`config.mk`:
```
export PLATFORM = sky130hd
export DESIGN_NAME = tccu_top
export DESIGN_NICKNAME = d
export VERILOG_FILES = /design/src/hw/tccu_pkg.sv /design/src/hw/tccu_edge_if.sv /design/src/hw/tccu_sync.sv /design/src/hw/tccu_edge_qual.sv /design/src/hw/tccu_top.sv
export SDC_FILE = /design/constraint.sdc
export NUM_CORES = 1
export LEC_CHECK = 0
export BUFFER_PORTS_ARGS = -buffer_cell sky130_fd_sc_hd__buf_2
export CAP_MARGIN = 20
export CORE_UTILIZATION = 49
export CTS_CLUSTER_SIZE = 10
export DETAILED_ROUTE_END_ITERATION = 10
export GPL_TIMING_DRIVEN = 1
export PLACE_DENSITY = 0.72
export SLEW_MARGIN = 20
export SYNTH_ARGS = -nofsm -noshare
export SYNTH_HDL_FRONTEND = slang
export SYNTH_SLANG_ARGS = --single-unit
```
`constraint.sdc`:
```
create_clock -name CLOCK -period 5.2 [get_ports CLOCK]
set_input_delay 0 -clock CLOCK [delete_from_list [all_inputs] [get_ports CLOCK]]
set_output_delay 0 -clock CLOCK [all_outputs]
set_load 0.05 [all_outputs]
```
`src/hw/tccu_pkg.sv`:
```
// package of constants for the timer capture compare unit
//----------------------------------------------------------------------
//----------------------------------------------------------------------
package tccu_pkg;

	localparam int unsigned W_TMR  = 16;
	localparam int unsigned W_BYTE = 8;
	localparam int unsigned W_ADDR = 4;

	// register offsets
	localparam logic [3:0] OFS_CONTROL = 4'h0;
	localparam logic [3:0] OFS_SOURCE  = 4'h1;
	localparam logic [3:0] OFS_LOW     = 4'h2;
	localparam logic [3:0] OFS_HIGH    = 4'h3;
	localparam logic [3:0] OFS_IRQ     = 4'h4;
	localparam logic [3:0] OFS_OPTION  = 4'h5;

	// control register fields
	localparam int unsigned CTL_EN   = 7;
	localparam int unsigned CTL_MODE = 0;
	localparam int unsigned W_MODE   = 4;
	// option register fields
	localparam int unsigned OPT_TSEL = 0;
	localparam int unsigned OPT_ODRN = 1;
	localparam int unsigned W_SRC    = 2;

	localparam logic [7:0]  RST_BYTE = 8'h00;
	localparam logic [15:0] RST_WORD = 16'h0000;

	// mode encodings
	localparam logic [3:0] M_TGL_CLR   = 4'h1;
	localparam logic [3:0] M_TGL       = 4'h2;
	localparam logic [3:0] M_CAP_ANY   = 4'h3;
	localparam logic [3:0] M_CAP_FALL  = 4'h4;
	localparam logic [3:0] M_CAP_RISE  = 4'h5;
	localparam logic [3:0] M_CAP_R4    = 4'h6;
	localparam logic [3:0] M_CAP_R16   = 4'h7;
	localparam logic [3:0] M_SET       = 4'h8;
	localparam logic [3:0] M_CLR       = 4'h9;
	localparam logic [3:0] M_PULSE     = 4'ha;
	localparam logic [3:0] M_PULSE_CLR = 4'hb;

	// capture source encodings
	localparam logic [1:0] SRC_PIN  = 2'h0;
	localparam logic [1:0] SRC_AUX0 = 2'h1;
	localparam logic [1:0] SRC_AUX1 = 2'h2;
	localparam logic [1:0] SRC_AUX2 = 2'h3;

	localparam logic [3:0] PS_LAST4  = 4'h3;
	localparam logic [3:0] PS_LAST16 = 4'hf;
	localparam logic [3:0] PS_ZERO   = 4'h0;

endpackage : tccu_pkg

```
`src/hw/tccu_edge_if.sv`:
```
// interface between the main unit and its edge qualifier
`timescale 1ns/1ns
interface tccu_edge_if;
	logic       in_sync;
	logic [3:0] mode;
	logic       active;
	logic       event_hit;
	modport qual (input in_sync, input mode, input active, output event_hit);
	modport core (output in_sync, output mode, output active, input event_hit);
endinterface : tccu_edge_if

```
`src/hw/tccu_sync.sv`:
```
// three-stage synchronizer with agreement filter
`timescale 1ns/1ns
module tccu_sync (
	// clock and reset
	input  wire logic clk,
	input  wire logic rst,
	// async level in, clean level out
	input  wire logic din,
	output logic      dout
);
	import tccu_pkg::*;

	typedef struct packed {
		logic s1;
		logic s2;
		logic s3;
		logic q;
	} tccu_sync_t;

	tccu_sync_t st;
	tccu_sync_t next_st;

	always_comb begin
		next_st = st;
		next_st.s1 = din;
		next_st.s2 = st.s1;
		next_st.s3 = st.s2;
		// take the level only once two later stages agree
		if (st.s2 == st.s3) begin
			next_st.q = st.s3;
		end
	end

	always_ff @(posedge clk) begin
		if (rst) begin
			st <= '0;
		end else begin
			st <= next_st;
		end
	end

	assign dout = st.q;
endmodule // tccu_sync

```
`src/hw/tccu_edge_qual.sv`:
```
// edge detect and capture prescaler
`timescale 1ns/1ns
module tccu_edge_qual (
	// clock and reset
	input  wire logic clk,
	input  wire logic rst,
	// link to core
	tccu_edge_if.qual e
);
	import tccu_pkg::*;

	typedef struct packed {
		logic       prev;
		logic [3:0] ps;
	} tccu_qual_t;

	tccu_qual_t st;
	tccu_qual_t next_st;
	logic       rise;
	logic       fall;

	always_comb begin
		next_st = st;
		rise = e.in_sync & ~st.prev;
		fall = ~e.in_sync & st.prev;
		e.event_hit = 1'b0;
		next_st.prev = e.in_sync;
		if (!e.active) begin
			next_st.ps = PS_ZERO;
		end else begin
			unique case (e.mode)
				M_CAP_FALL: e.event_hit = fall;
				M_CAP_RISE: e.event_hit = rise;
				M_CAP_ANY:  e.event_hit = rise | fall;
				M_CAP_R4: begin
					if (rise) begin
						// counter survives prescale changes
						next_st.ps = (st.ps >= PS_LAST4) ? PS_ZERO
							: st.ps + 4'h1;
						e.event_hit = (st.ps >= PS_LAST4);
					end
				end
				M_CAP_R16: begin
					if (rise) begin
						next_st.ps = st.ps + 4'h1;
						e.event_hit = (st.ps == PS_LAST16);
					end
				end
				default: e.event_hit = 1'b0;
			endcase
		end
	end

	always_ff @(posedge clk) begin
		if (rst) begin
			st <= '0;
		end else begin
			st <= next_st;
		end
	end
endmodule // tccu_edge_qual

```
`src/hw/tccu_top.sv`:
```
// capture compare channel top with register port
`timescale 1ns/1ns
module tccu_top (
	// clock and reset
	input  wire logic                        CLOCK,
	input  wire logic                        RST,
	// register port
	input  wire logic [tccu_pkg::W_ADDR-1:0] ADDR,
	input  wire logic [tccu_pkg::W_BYTE-1:0] WDATA,
	input  wire logic                        WR,
	input  wire logic                        RD,
	output logic      [tccu_pkg::W_BYTE-1:0] RDATA,
	// shared timers
	input  wire logic [tccu_pkg::W_TMR-1:0]  TIMER_A,
	input  wire logic [tccu_pkg::W_TMR-1:0]  TIMER_B,
	output logic                             TIMER_A_CLR,
	output logic                             TIMER_B_CLR,
	// capture sources
	input  wire logic                        PIN_IN,
	input  wire logic [2:0]                  AUX_SRC,
	// output pin
	output logic                             PIN_OUT,
	output logic                             PIN_OE,
	input  wire logic                        PIN_DIR_OUT,
	output logic                             CMP_OUT,
	// sleep and interrupt status
	input  wire logic                        SLEEP,
	input  wire logic                        TIMER_RUNS,
	output logic                             IRQ_FLAG,
	output logic                             WAKE
);
	import tccu_pkg::*;

	typedef struct packed {
		logic [7:0]  control;
		logic [7:0]  source;
		logic [1:0]  option;
		logic [15:0] value;
		logic        flag;
		logic        irq_en;
		logic        latch;
		logic [7:0]  rdata;
		logic        pulse;
		logic        match_prev;
	} tccu_state_t;

	tccu_state_t st;
	tccu_state_t next_st;

	tccu_edge_if eif ();

	logic        pin_sync;
	logic [2:0]  aux_sync;
	logic        src_level;
	logic [3:0]  mode;
	logic        enabled;
	logic        cap_mode;
	logic        cmp_mode;
	logic [15:0] timer_sel;
	logic        match;
	logic        match_edge;
	logic        wr_ctl;
	logic        do_clr;

	// ------------------------------------------------------------------
	// input synchronizers
	// ------------------------------------------------------------------
	tccu_sync u_sync_pin (
		.clk  (CLOCK),
		.rst  (RST),
		.din  (PIN_IN),
		.dout (pin_sync)
	);

	genvar gi;
	generate
		for (gi = 0; gi < 3; gi++) begin : g_aux
			tccu_sync u_sync_aux (
				.clk  (CLOCK),
				.rst  (RST),
				.din  (AUX_SRC[gi]),
				.dout (aux_sync[gi])
			);
		end
	endgenerate

	// ------------------------------------------------------------------
	// mode decode and source selection
	// ------------------------------------------------------------------
	assign mode    = st.control[CTL_MODE +: W_MODE];
	assign enabled = st.control[CTL_EN];
	assign cap_mode = (mode == M_CAP_ANY) || (mode == M_CAP_FALL) ||
		(mode == M_CAP_RISE) || (mode == M_CAP_R4) ||
		(mode == M_CAP_R16);
	assign cmp_mode = (mode == M_TGL_CLR) || (mode == M_TGL) ||
		(mode == M_SET) || (mode == M_CLR) ||
		(mode == M_PULSE) || (mode == M_PULSE_CLR);

	always_comb begin
		src_level = pin_sync;
		unique case (st.source[W_SRC-1:0])
			// pin level is read in either direction, so a port write
			// that drives the pin as an output still triggers a capture
			SRC_PIN:  src_level = pin_sync;
			SRC_AUX0: src_level = aux_sync[0];
			SRC_AUX1: src_level = aux_sync[1];
			SRC_AUX2: src_level = aux_sync[2];
		endcase
	end

	assign eif.in_sync = src_level;
	assign eif.mode    = mode;
	assign eif.active  = enabled & cap_mode;

	tccu_edge_qual u_qual (
		.clk (CLOCK),
		.rst (RST),
		.e   (eif)
	);

	// ------------------------------------------------------------------
	// timer selection and compare
	// ------------------------------------------------------------------
	// first timer by default, the selected timer is cleared on a match in the clearing modes
	assign timer_sel = st.option[OPT_TSEL] ? TIMER_B : TIMER_A;
	// held timer during sleep simply keeps its count, capture still works
	assign match = enabled & cmp_mode & (timer_sel == st.value);
	assign match_edge = match & ~st.match_prev;
	assign do_clr = match_edge &&
		((mode == M_TGL_CLR) || (mode == M_PULSE_CLR));

	assign wr_ctl = WR && (ADDR == OFS_CONTROL);

	// ------------------------------------------------------------------
	// state update
	// ------------------------------------------------------------------
	always_comb begin
		next_st = st;
		next_st.match_prev = match;
		next_st.pulse = 1'b0;
		if (WR) begin
			unique case (ADDR)
				OFS_CONTROL: next_st.control = WDATA;
				OFS_SOURCE:  next_st.source  = WDATA;
				OFS_LOW:     next_st.value[7:0]  = WDATA;
				OFS_HIGH:    next_st.value[15:8] = WDATA;
				OFS_IRQ: begin
					next_st.flag   = WDATA[0];
					next_st.irq_en = WDATA[1];
				end
				OFS_OPTION:  next_st.option = WDATA[1:0];
				default: ;
			endcase
		end
		if (eif.event_hit) begin
			next_st.value = timer_sel;
			next_st.flag  = 1'b1;
		end
		if (match_edge) begin
			next_st.flag = 1'b1;
			unique case (mode)
				M_TGL_CLR, M_TGL: next_st.latch = ~st.latch;
				M_SET:            next_st.latch = 1'b1;
				M_CLR:            next_st.latch = 1'b0;
				M_PULSE, M_PULSE_CLR: next_st.pulse = 1'b1;
				default: ;
			endcase
		end
		// clearing control wins over a match in the same cycle
		if (wr_ctl && WDATA == RST_BYTE) begin
			next_st.latch = 1'b0;
			next_st.pulse = 1'b0;
		end
		if (RD) begin
			unique case (ADDR)
				OFS_CONTROL: next_st.rdata = st.control;
				OFS_SOURCE:  next_st.rdata = st.source;
				OFS_LOW:     next_st.rdata = st.value[7:0];
				OFS_HIGH:    next_st.rdata = st.value[15:8];
				OFS_IRQ:     next_st.rdata = {6'h00, st.irq_en, st.flag};
				OFS_OPTION:  next_st.rdata = {6'h00, st.option};
				default:     next_st.rdata = RST_BYTE;
			endcase
		end else begin
			next_st.rdata = RST_BYTE;
		end
	end

	always_ff @(posedge CLOCK) begin
		if (RST) begin
			st <= '0;
		end else begin
			st <= next_st;
		end
	end

	// ------------------------------------------------------------------
	// outputs
	// ------------------------------------------------------------------
	assign RDATA       = st.rdata;
	assign TIMER_A_CLR = do_clr & ~st.option[OPT_TSEL];
	assign TIMER_B_CLR = do_clr & st.option[OPT_TSEL];
	assign CMP_OUT     = st.latch | st.pulse;
	// open drain only pulls low, push pull drives both levels
	assign PIN_OUT = st.option[OPT_ODRN] ? 1'b0 : CMP_OUT;
	assign PIN_OE  = PIN_DIR_OUT & (st.option[OPT_ODRN] ? ~CMP_OUT
		: 1'b1);
	assign IRQ_FLAG = st.flag;
	// compare matches whether or not the timer moves; sleep and a running timer gate the wake
	assign WAKE = SLEEP & TIMER_RUNS & st.flag & st.irq_en;
endmodule // tccu_top

```
==> flow_summary.ini, run 1 <==
[outcome]
outcome = finished clean

[timing]
drv_slew = 0
finalHoldWorstSlack_ps = 14.3
fin_crit_ps = 3340
tns_ps = 0
max_freq_mhz = 299
hold_viol = 0
finClkSkew_ps = 10.3
maxSlewHeadroom_pct = 27.7
setup_violations = 0
setup_ws_ps = 1860
rsz0062_at_grt = no
worstMarginPinSlew_ps = 1080
fin_crit_sh_pct = 64.2

[clock_tree]
root_buffer = clkbuf_8
cts_buffer_depth = 2
clk_transition_reported_paths_ps = 80
cts_tree = yes
cts-htree-levels = 3
ctsResizeCount = 0
cts_buffers = 9
cts_sinks = 68
clock_latency_ps = 350

[layout]
ff_latch_area_um2 = 1360
postLayoutCoreUtil_pct = 60.4
drive_gt1_share_pct = 29.2
layout.nets = 472
areaGrowthSynthToFinish_pct = 18.6
multi_input_area_um2 = 1950
fill_cells = 606
antennaDiodeCount = 0

[die]
die-area_um2 = 7440
io_pins = 70
initial_core_util_pct = 50.9
die_y_um = 86.3
fp.coreArea_um2 = 6830
num_rows = 30
dieWidth_um = 86.3

[job]
drv_cap = 0

[drt]
vias_per_cell = 5.39
ant_nets = 0
drt_iter0_drc = 203
wirelength_um = 7660
drc = 0
wl_per_cell_um = 14.9
drtPass1Iterations = 6
dr_total_vias = 2770

[critical_path]
crit_fanout = 20
start_kind = register
max_stage_delay_ps = 1040
cp.arrival_ps = 3340
crit_slowest_cell = dfxtp_1
crit_type = reg -> out
crit_path_end_kind = primary output
crit_chain = mux2i_1 -> xnor2_1 -> nor4_1 -> nand4_1 -> nor2_1 -> and4_1 -> buf_2
crit_required_ps = 5200

[yosys]
synth_edf_count = 0
synth_warnings = 0
seq_area_frac_synth_pct = 39.1
async_flop_share_pct = 0
synth_common_cells = dfxtp_1 (68), nor2_1 (42), mux2i_1 (40)
ys_types = 42
yosys.area.top_type = dfxtp_1
syn-num-nets = 406
synth_most_common_cell = dfxtp_1
synthCells = 347
synth.top_cell.area_share_pct = 39.1
syn_area_um2 = 3480
avgSynthCellArea_um2 = 10.0
netlist_top_cells_area = dfxtp_1 (39%), mux2i_1 (12%), mux4_2 (5.8%)
ys.flop_type = dfxtp_1
synth-seq-cells = 68

[hold_path]
hp-class = in -> reg

[power_and_ir_drop]
peakVddDrop_uv = 179
power_mw = 1.09
static-leakage-power_nw = 1.64
p_per_area_nw_per_um2 = 263

[global_routing]
grt_pass1_wl_um = 12600
antenna_found_initial = 0
first_global_vias = 2591
gr-total-overflow = 0
grt_max_degree = 58
track_usage_pct = 21.8

[place]
gp_congestion = 0.846
dpl_worst_slack_ps = 2250
dp_hpwl_um = 5330
port_buffers = 69
==> report_power, final <==
part / internal, mW / switching [mW] / leakage (nW)
clock network: 0.238 / 0.220 / 0.0955
registers: 0.528 / 0.00626 / 0.550
logic: 0.0450 / 0.0479 / 0.995
==> layout make-up <==
type	count	share of cell area, %
Sequential cell	68	33.0
Clock inverter	6	1.70
Inverter	4	0.364
Multi-Input combinational cell	248	47.3
Timing Repair Buffer	82	11.4
Clock buffer	10	3.34
Tap cell	96	2.91
==> state kept, by name (all words and copies together), names as in the netlist, 2 cells and up <==
register and flops:
st 33, RDATA 8, g_aux.u_sync_aux.next_st 6, u_qual.st 5, eif.mode 4, g_aux.u_sync_aux.dout 3
g_aux.u_sync_aux.st 3, u_sync_pin.next_st 2
==> cells by family after synthesis <==
family          count (synthesis)  share of synthesized area, %
compound gates                 50                          12.3
xor+xnor                       18                          4.53
fa+ha+maj                       4                          1.44
buf+inv                        31                          4.78
flops                          68                          39.1
mux                            58                          20.3
simple gates                  118                          17.6
==> critical path, delay by kind of cell (launching register included) <==
family	cells	cell delay (ps)
and+or+nand+nor	4	1170
DFF	1	1040
muxes	1	410
buffers and inverters	1	270
xor gates and xnor gates	1	100
==> final timing paths <==
path	startpoint	end	slack, ps	cells after the start
worst max-delay path	st[29]	TIMER_B_CLR	1860	7
worst min-delay path	WDATA[3]	st[34]	10	3
worst max register to register	st[29]	st[10]	2310	6
worst min register to register	g_aux[2].u_sync_aux.next_st[2]	g_aux[2].u_sync_aux.next_st[1]	440	1
==> per-stage QoR <==
stage / area, um2 / instances
after global routing: 4130 / 514
after detailed placement: 3810 / 487
after global placement: 3810 / 487
after floorplan: 3480 / 347
final: 4130 / 514
after CTS: 4130 / 514
==> placed cells by master, fill, tap and decap left out, types with 10 or more instances in the layout <==
cell type      instances
mux2i_1               40
dlygate4sd3_1         11
xnor2_1               14
clkbuf_8              10
nor2b_1               28
nand2_1               13
dfxtp_1               68
a211oi_1              11
nor2_1                42
buf_2                 69
a211oi_2              13
==> timing repair <==
action	CTS	global route
hold buffers	11	0
buffers inserted	0	0
hold endpoints to repair	14	0
==> per-layer routing <==
metal	up-vias	wire (um)	global-route usage (%)
met5	-	0	0
met4	0	115	8.03
met3	11	432	3.14
met2	101	3400	33.1
met1	1291	3720	31.5
li1	1367	-	-
Note: power is estimated with default switching activity, not from simulation.
==> run 2: changes to the inputs <==
--- a/config.mk
+++ b/config.mk
@@ -11,7 +11,7 @@
 export CTS_CLUSTER_SIZE = 10
 export DETAILED_ROUTE_END_ITERATION = 10
 export GPL_TIMING_DRIVEN = 1
-export PLACE_DENSITY = 0.72
+export PLACE_DENSITY = 0.75
 export SLEW_MARGIN = 20
 export SYNTH_ARGS = -nofsm -noshare
 export SYNTH_HDL_FRONTEND = slang
==> constraint.sdc (replaced) <==
create_clock -name CLOCK -period 2.9 [get_ports CLOCK]
set_input_delay 0 -clock CLOCK [delete_from_list [all_inputs] [get_ports CLOCK]]
set_output_delay 0 -clock CLOCK [all_outputs]
set_load 0.05 [all_outputs]
==> run 2 against run 1 <==
Compared with the run above: clock skew decreased by 3.4 ps; sequential cell count stayed put; design area is 1.6% higher; sequential share of layout area decreased by 0.52 points; die area unchanged; non-clock buffer count increased by 3; clock power up 77%; core utilization grew 0.97 points; count of clock-buffer cells in the layout down 1; power increased by 78%; largest cell class unchanged.
==> flow_summary.ini, run 2 (same netlist as run 1, synthesis figures left out) <==
[power_and_ir_drop]
p_switching_uw = 499
seqPwrFrac_pct = 49.3
p_int_mw = 1.44
static-leakage-power_nw = 1.67
p_comb_share_pct = 8.9
power_mw = 1.94
p_per_area_nw_per_um2 = 462
swShare_pct = 25.8
peakVddDrop_uv = 323
p_clk_share_pct = 41.8

[layout]
largest_register_ffs = 33
layout.nets = 475
fill_cells = 595
largest_register = st
layout_common_cells = buf_2 (69), dfxtp_1 (68), nor2_1 (41)
antennaDiodeCount = 0
final_common_cell = buf_2
instances_no_fill = 517
drive_gt1_share_pct = 30.6
postLayoutCoreUtil_pct = 61.4
areaGrowthSynthToFinish_pct = 20.5
stdcell_area_um2 = 4190

[global_routing]
first_global_vias = 2555
grt_pass1_wl_um = 12400
grt_max_degree = 38
antenna_found_initial = 0
track_usage_pct = 22.1
gr-total-overflow = 0

[critical_path]
start_kind = register
crit_path_end_kind = primary output
r2r_start = st[31]
crit_chain = buf_12 -> mux2i_1 -> xnor2_1 -> nor4_2 -> nand4_1 -> nor2_2 -> and4_1 -> buf_2
crit_fanout = 20
cp.arrival_ps = 2650
crit_required_ps = 2900
max_stage_delay_ps = 360
crit_slowest_cell = dfxtp_1
crit_type = reg -> out
crit_start = st[29]
reg2reg_depth = 8

[timing]
finClkSkew_ps = 6.92
fin_crit_sh_pct = 91.5
finalHoldWorstSlack_ps = 7.53
maxSlewHeadroom_pct = 50.8
max_freq_mhz = 377
setup_ws_ps = 247
drv_slew = 0
hold_viol = 0
tns_ps = 0
setup_violations = 0
worstMarginPinSlew_ps = 738
rsz0062_at_grt = no
fin_crit_ps = 2650

[drt]
ant_nets = 0
drt_iter0_drc = 210
wl_per_cell_um = 15.1
wirelength_um = 7800
vias_per_cell = 5.38
dr_total_vias = 2781
drc = 0
drtPass1Iterations = 4

[die]
dieWidth_um = 86.3
die_y_um = 86.3
fp.coreArea_um2 = 6830
die-area_um2 = 7440
initial_core_util_pct = 50.9
num_rows = 30
io_pins = 70

[place]
numPlacedInstances = 490
dpl_worst_slack_ps = 402
place_area_um2 = 3860
dp_hpwl_um = 5490
gp_congestion = 0.816
port_buffers = 69

[clock_tree]
cts-htree-levels = 3
root_buffer = clkbuf_8
post_cts_buffers = 0
clock_latency_ps = 350
cts_buffer_depth = 2
cts_sinks = 68
cts_tree = yes
clk_transition_reported_paths_ps = 80
cts_buffers = 9

[hold_path]
min_path_cells = 3
hp-class = in -> reg
hold_start = WDATA[4]

[outcome]
outcome = finished clean

[job]
drv_cap = 0
## run 2: cell count changes in the layout (fill, tap and decap cells not counted)
cell and change:
clkinvlp_4 -2, inv_6 +1, nor2_2 +1, nor4_2 +3
nor2_1 -1, buf_4 +1, clkinv_4 +2, buf_12 +2
nor4_1 -3, clkbuf_8 -1
## run 2: layout make-up
class                           instances  area (um2)  area share [%]
Clock buffer                            9         124            2.96
Clock inverter                          7        81.3            1.94
Inverter                                4        15.0           0.358
Multi-Input combinational cell        248        1970            47.0
Sequential cell                        68        1360            32.5
Tap cell                               96         120            2.87
Timing Repair Buffer                   85         518            12.4
## run 2: worst max-delay path: cells and delay by family, from the launching register on
family        cells  cell delay (ps)
simple gates      4             1030
mux               1              330
flops             1              360
buf+inv           2              460
xor+xnor          1              120
## run 2: routing by layer
metal | global-route usage, % | wire (um)
met5 | 0 | 0
met4 | 8.64 | 131
met3 | 5.05 | 433
met2 | 34.4 | 3610
met1 | 30.0 | 3620
## run 2: power by group through the flow
stage / combinational [mW] / clock (mW) / sequential (mW)
floorplan: 0.0940 / 0 / 0.974
global placement: 0.156 / 0 / 0.977
detailed placement: 0.158 / 0 / 0.977
CTS: 0.170 / 0.819 / 0.955
global route: 0.188 / 0.862 / 0.957
finish: 0.172 / 0.809 / 0.956
## run 2: timing repair
| item | CTS | global route |
|---|---|---|
| hold buffers | 11 | 0 |
| setup endpoints to repair | 0 | 2 |
| hold endpoints to repair | 14 | 0 |
| resized for setup | 0 | 3 |
## run 2: path summary, 6_finish.rpt
path | to | slack [ps]
worst min-delay path | st[35] | 8
worst min register to register | u_sync_pin.next_st[1] | 440
worst max register to register | st[17] | 370
worst max-delay path | TIMER_B_CLR | 250
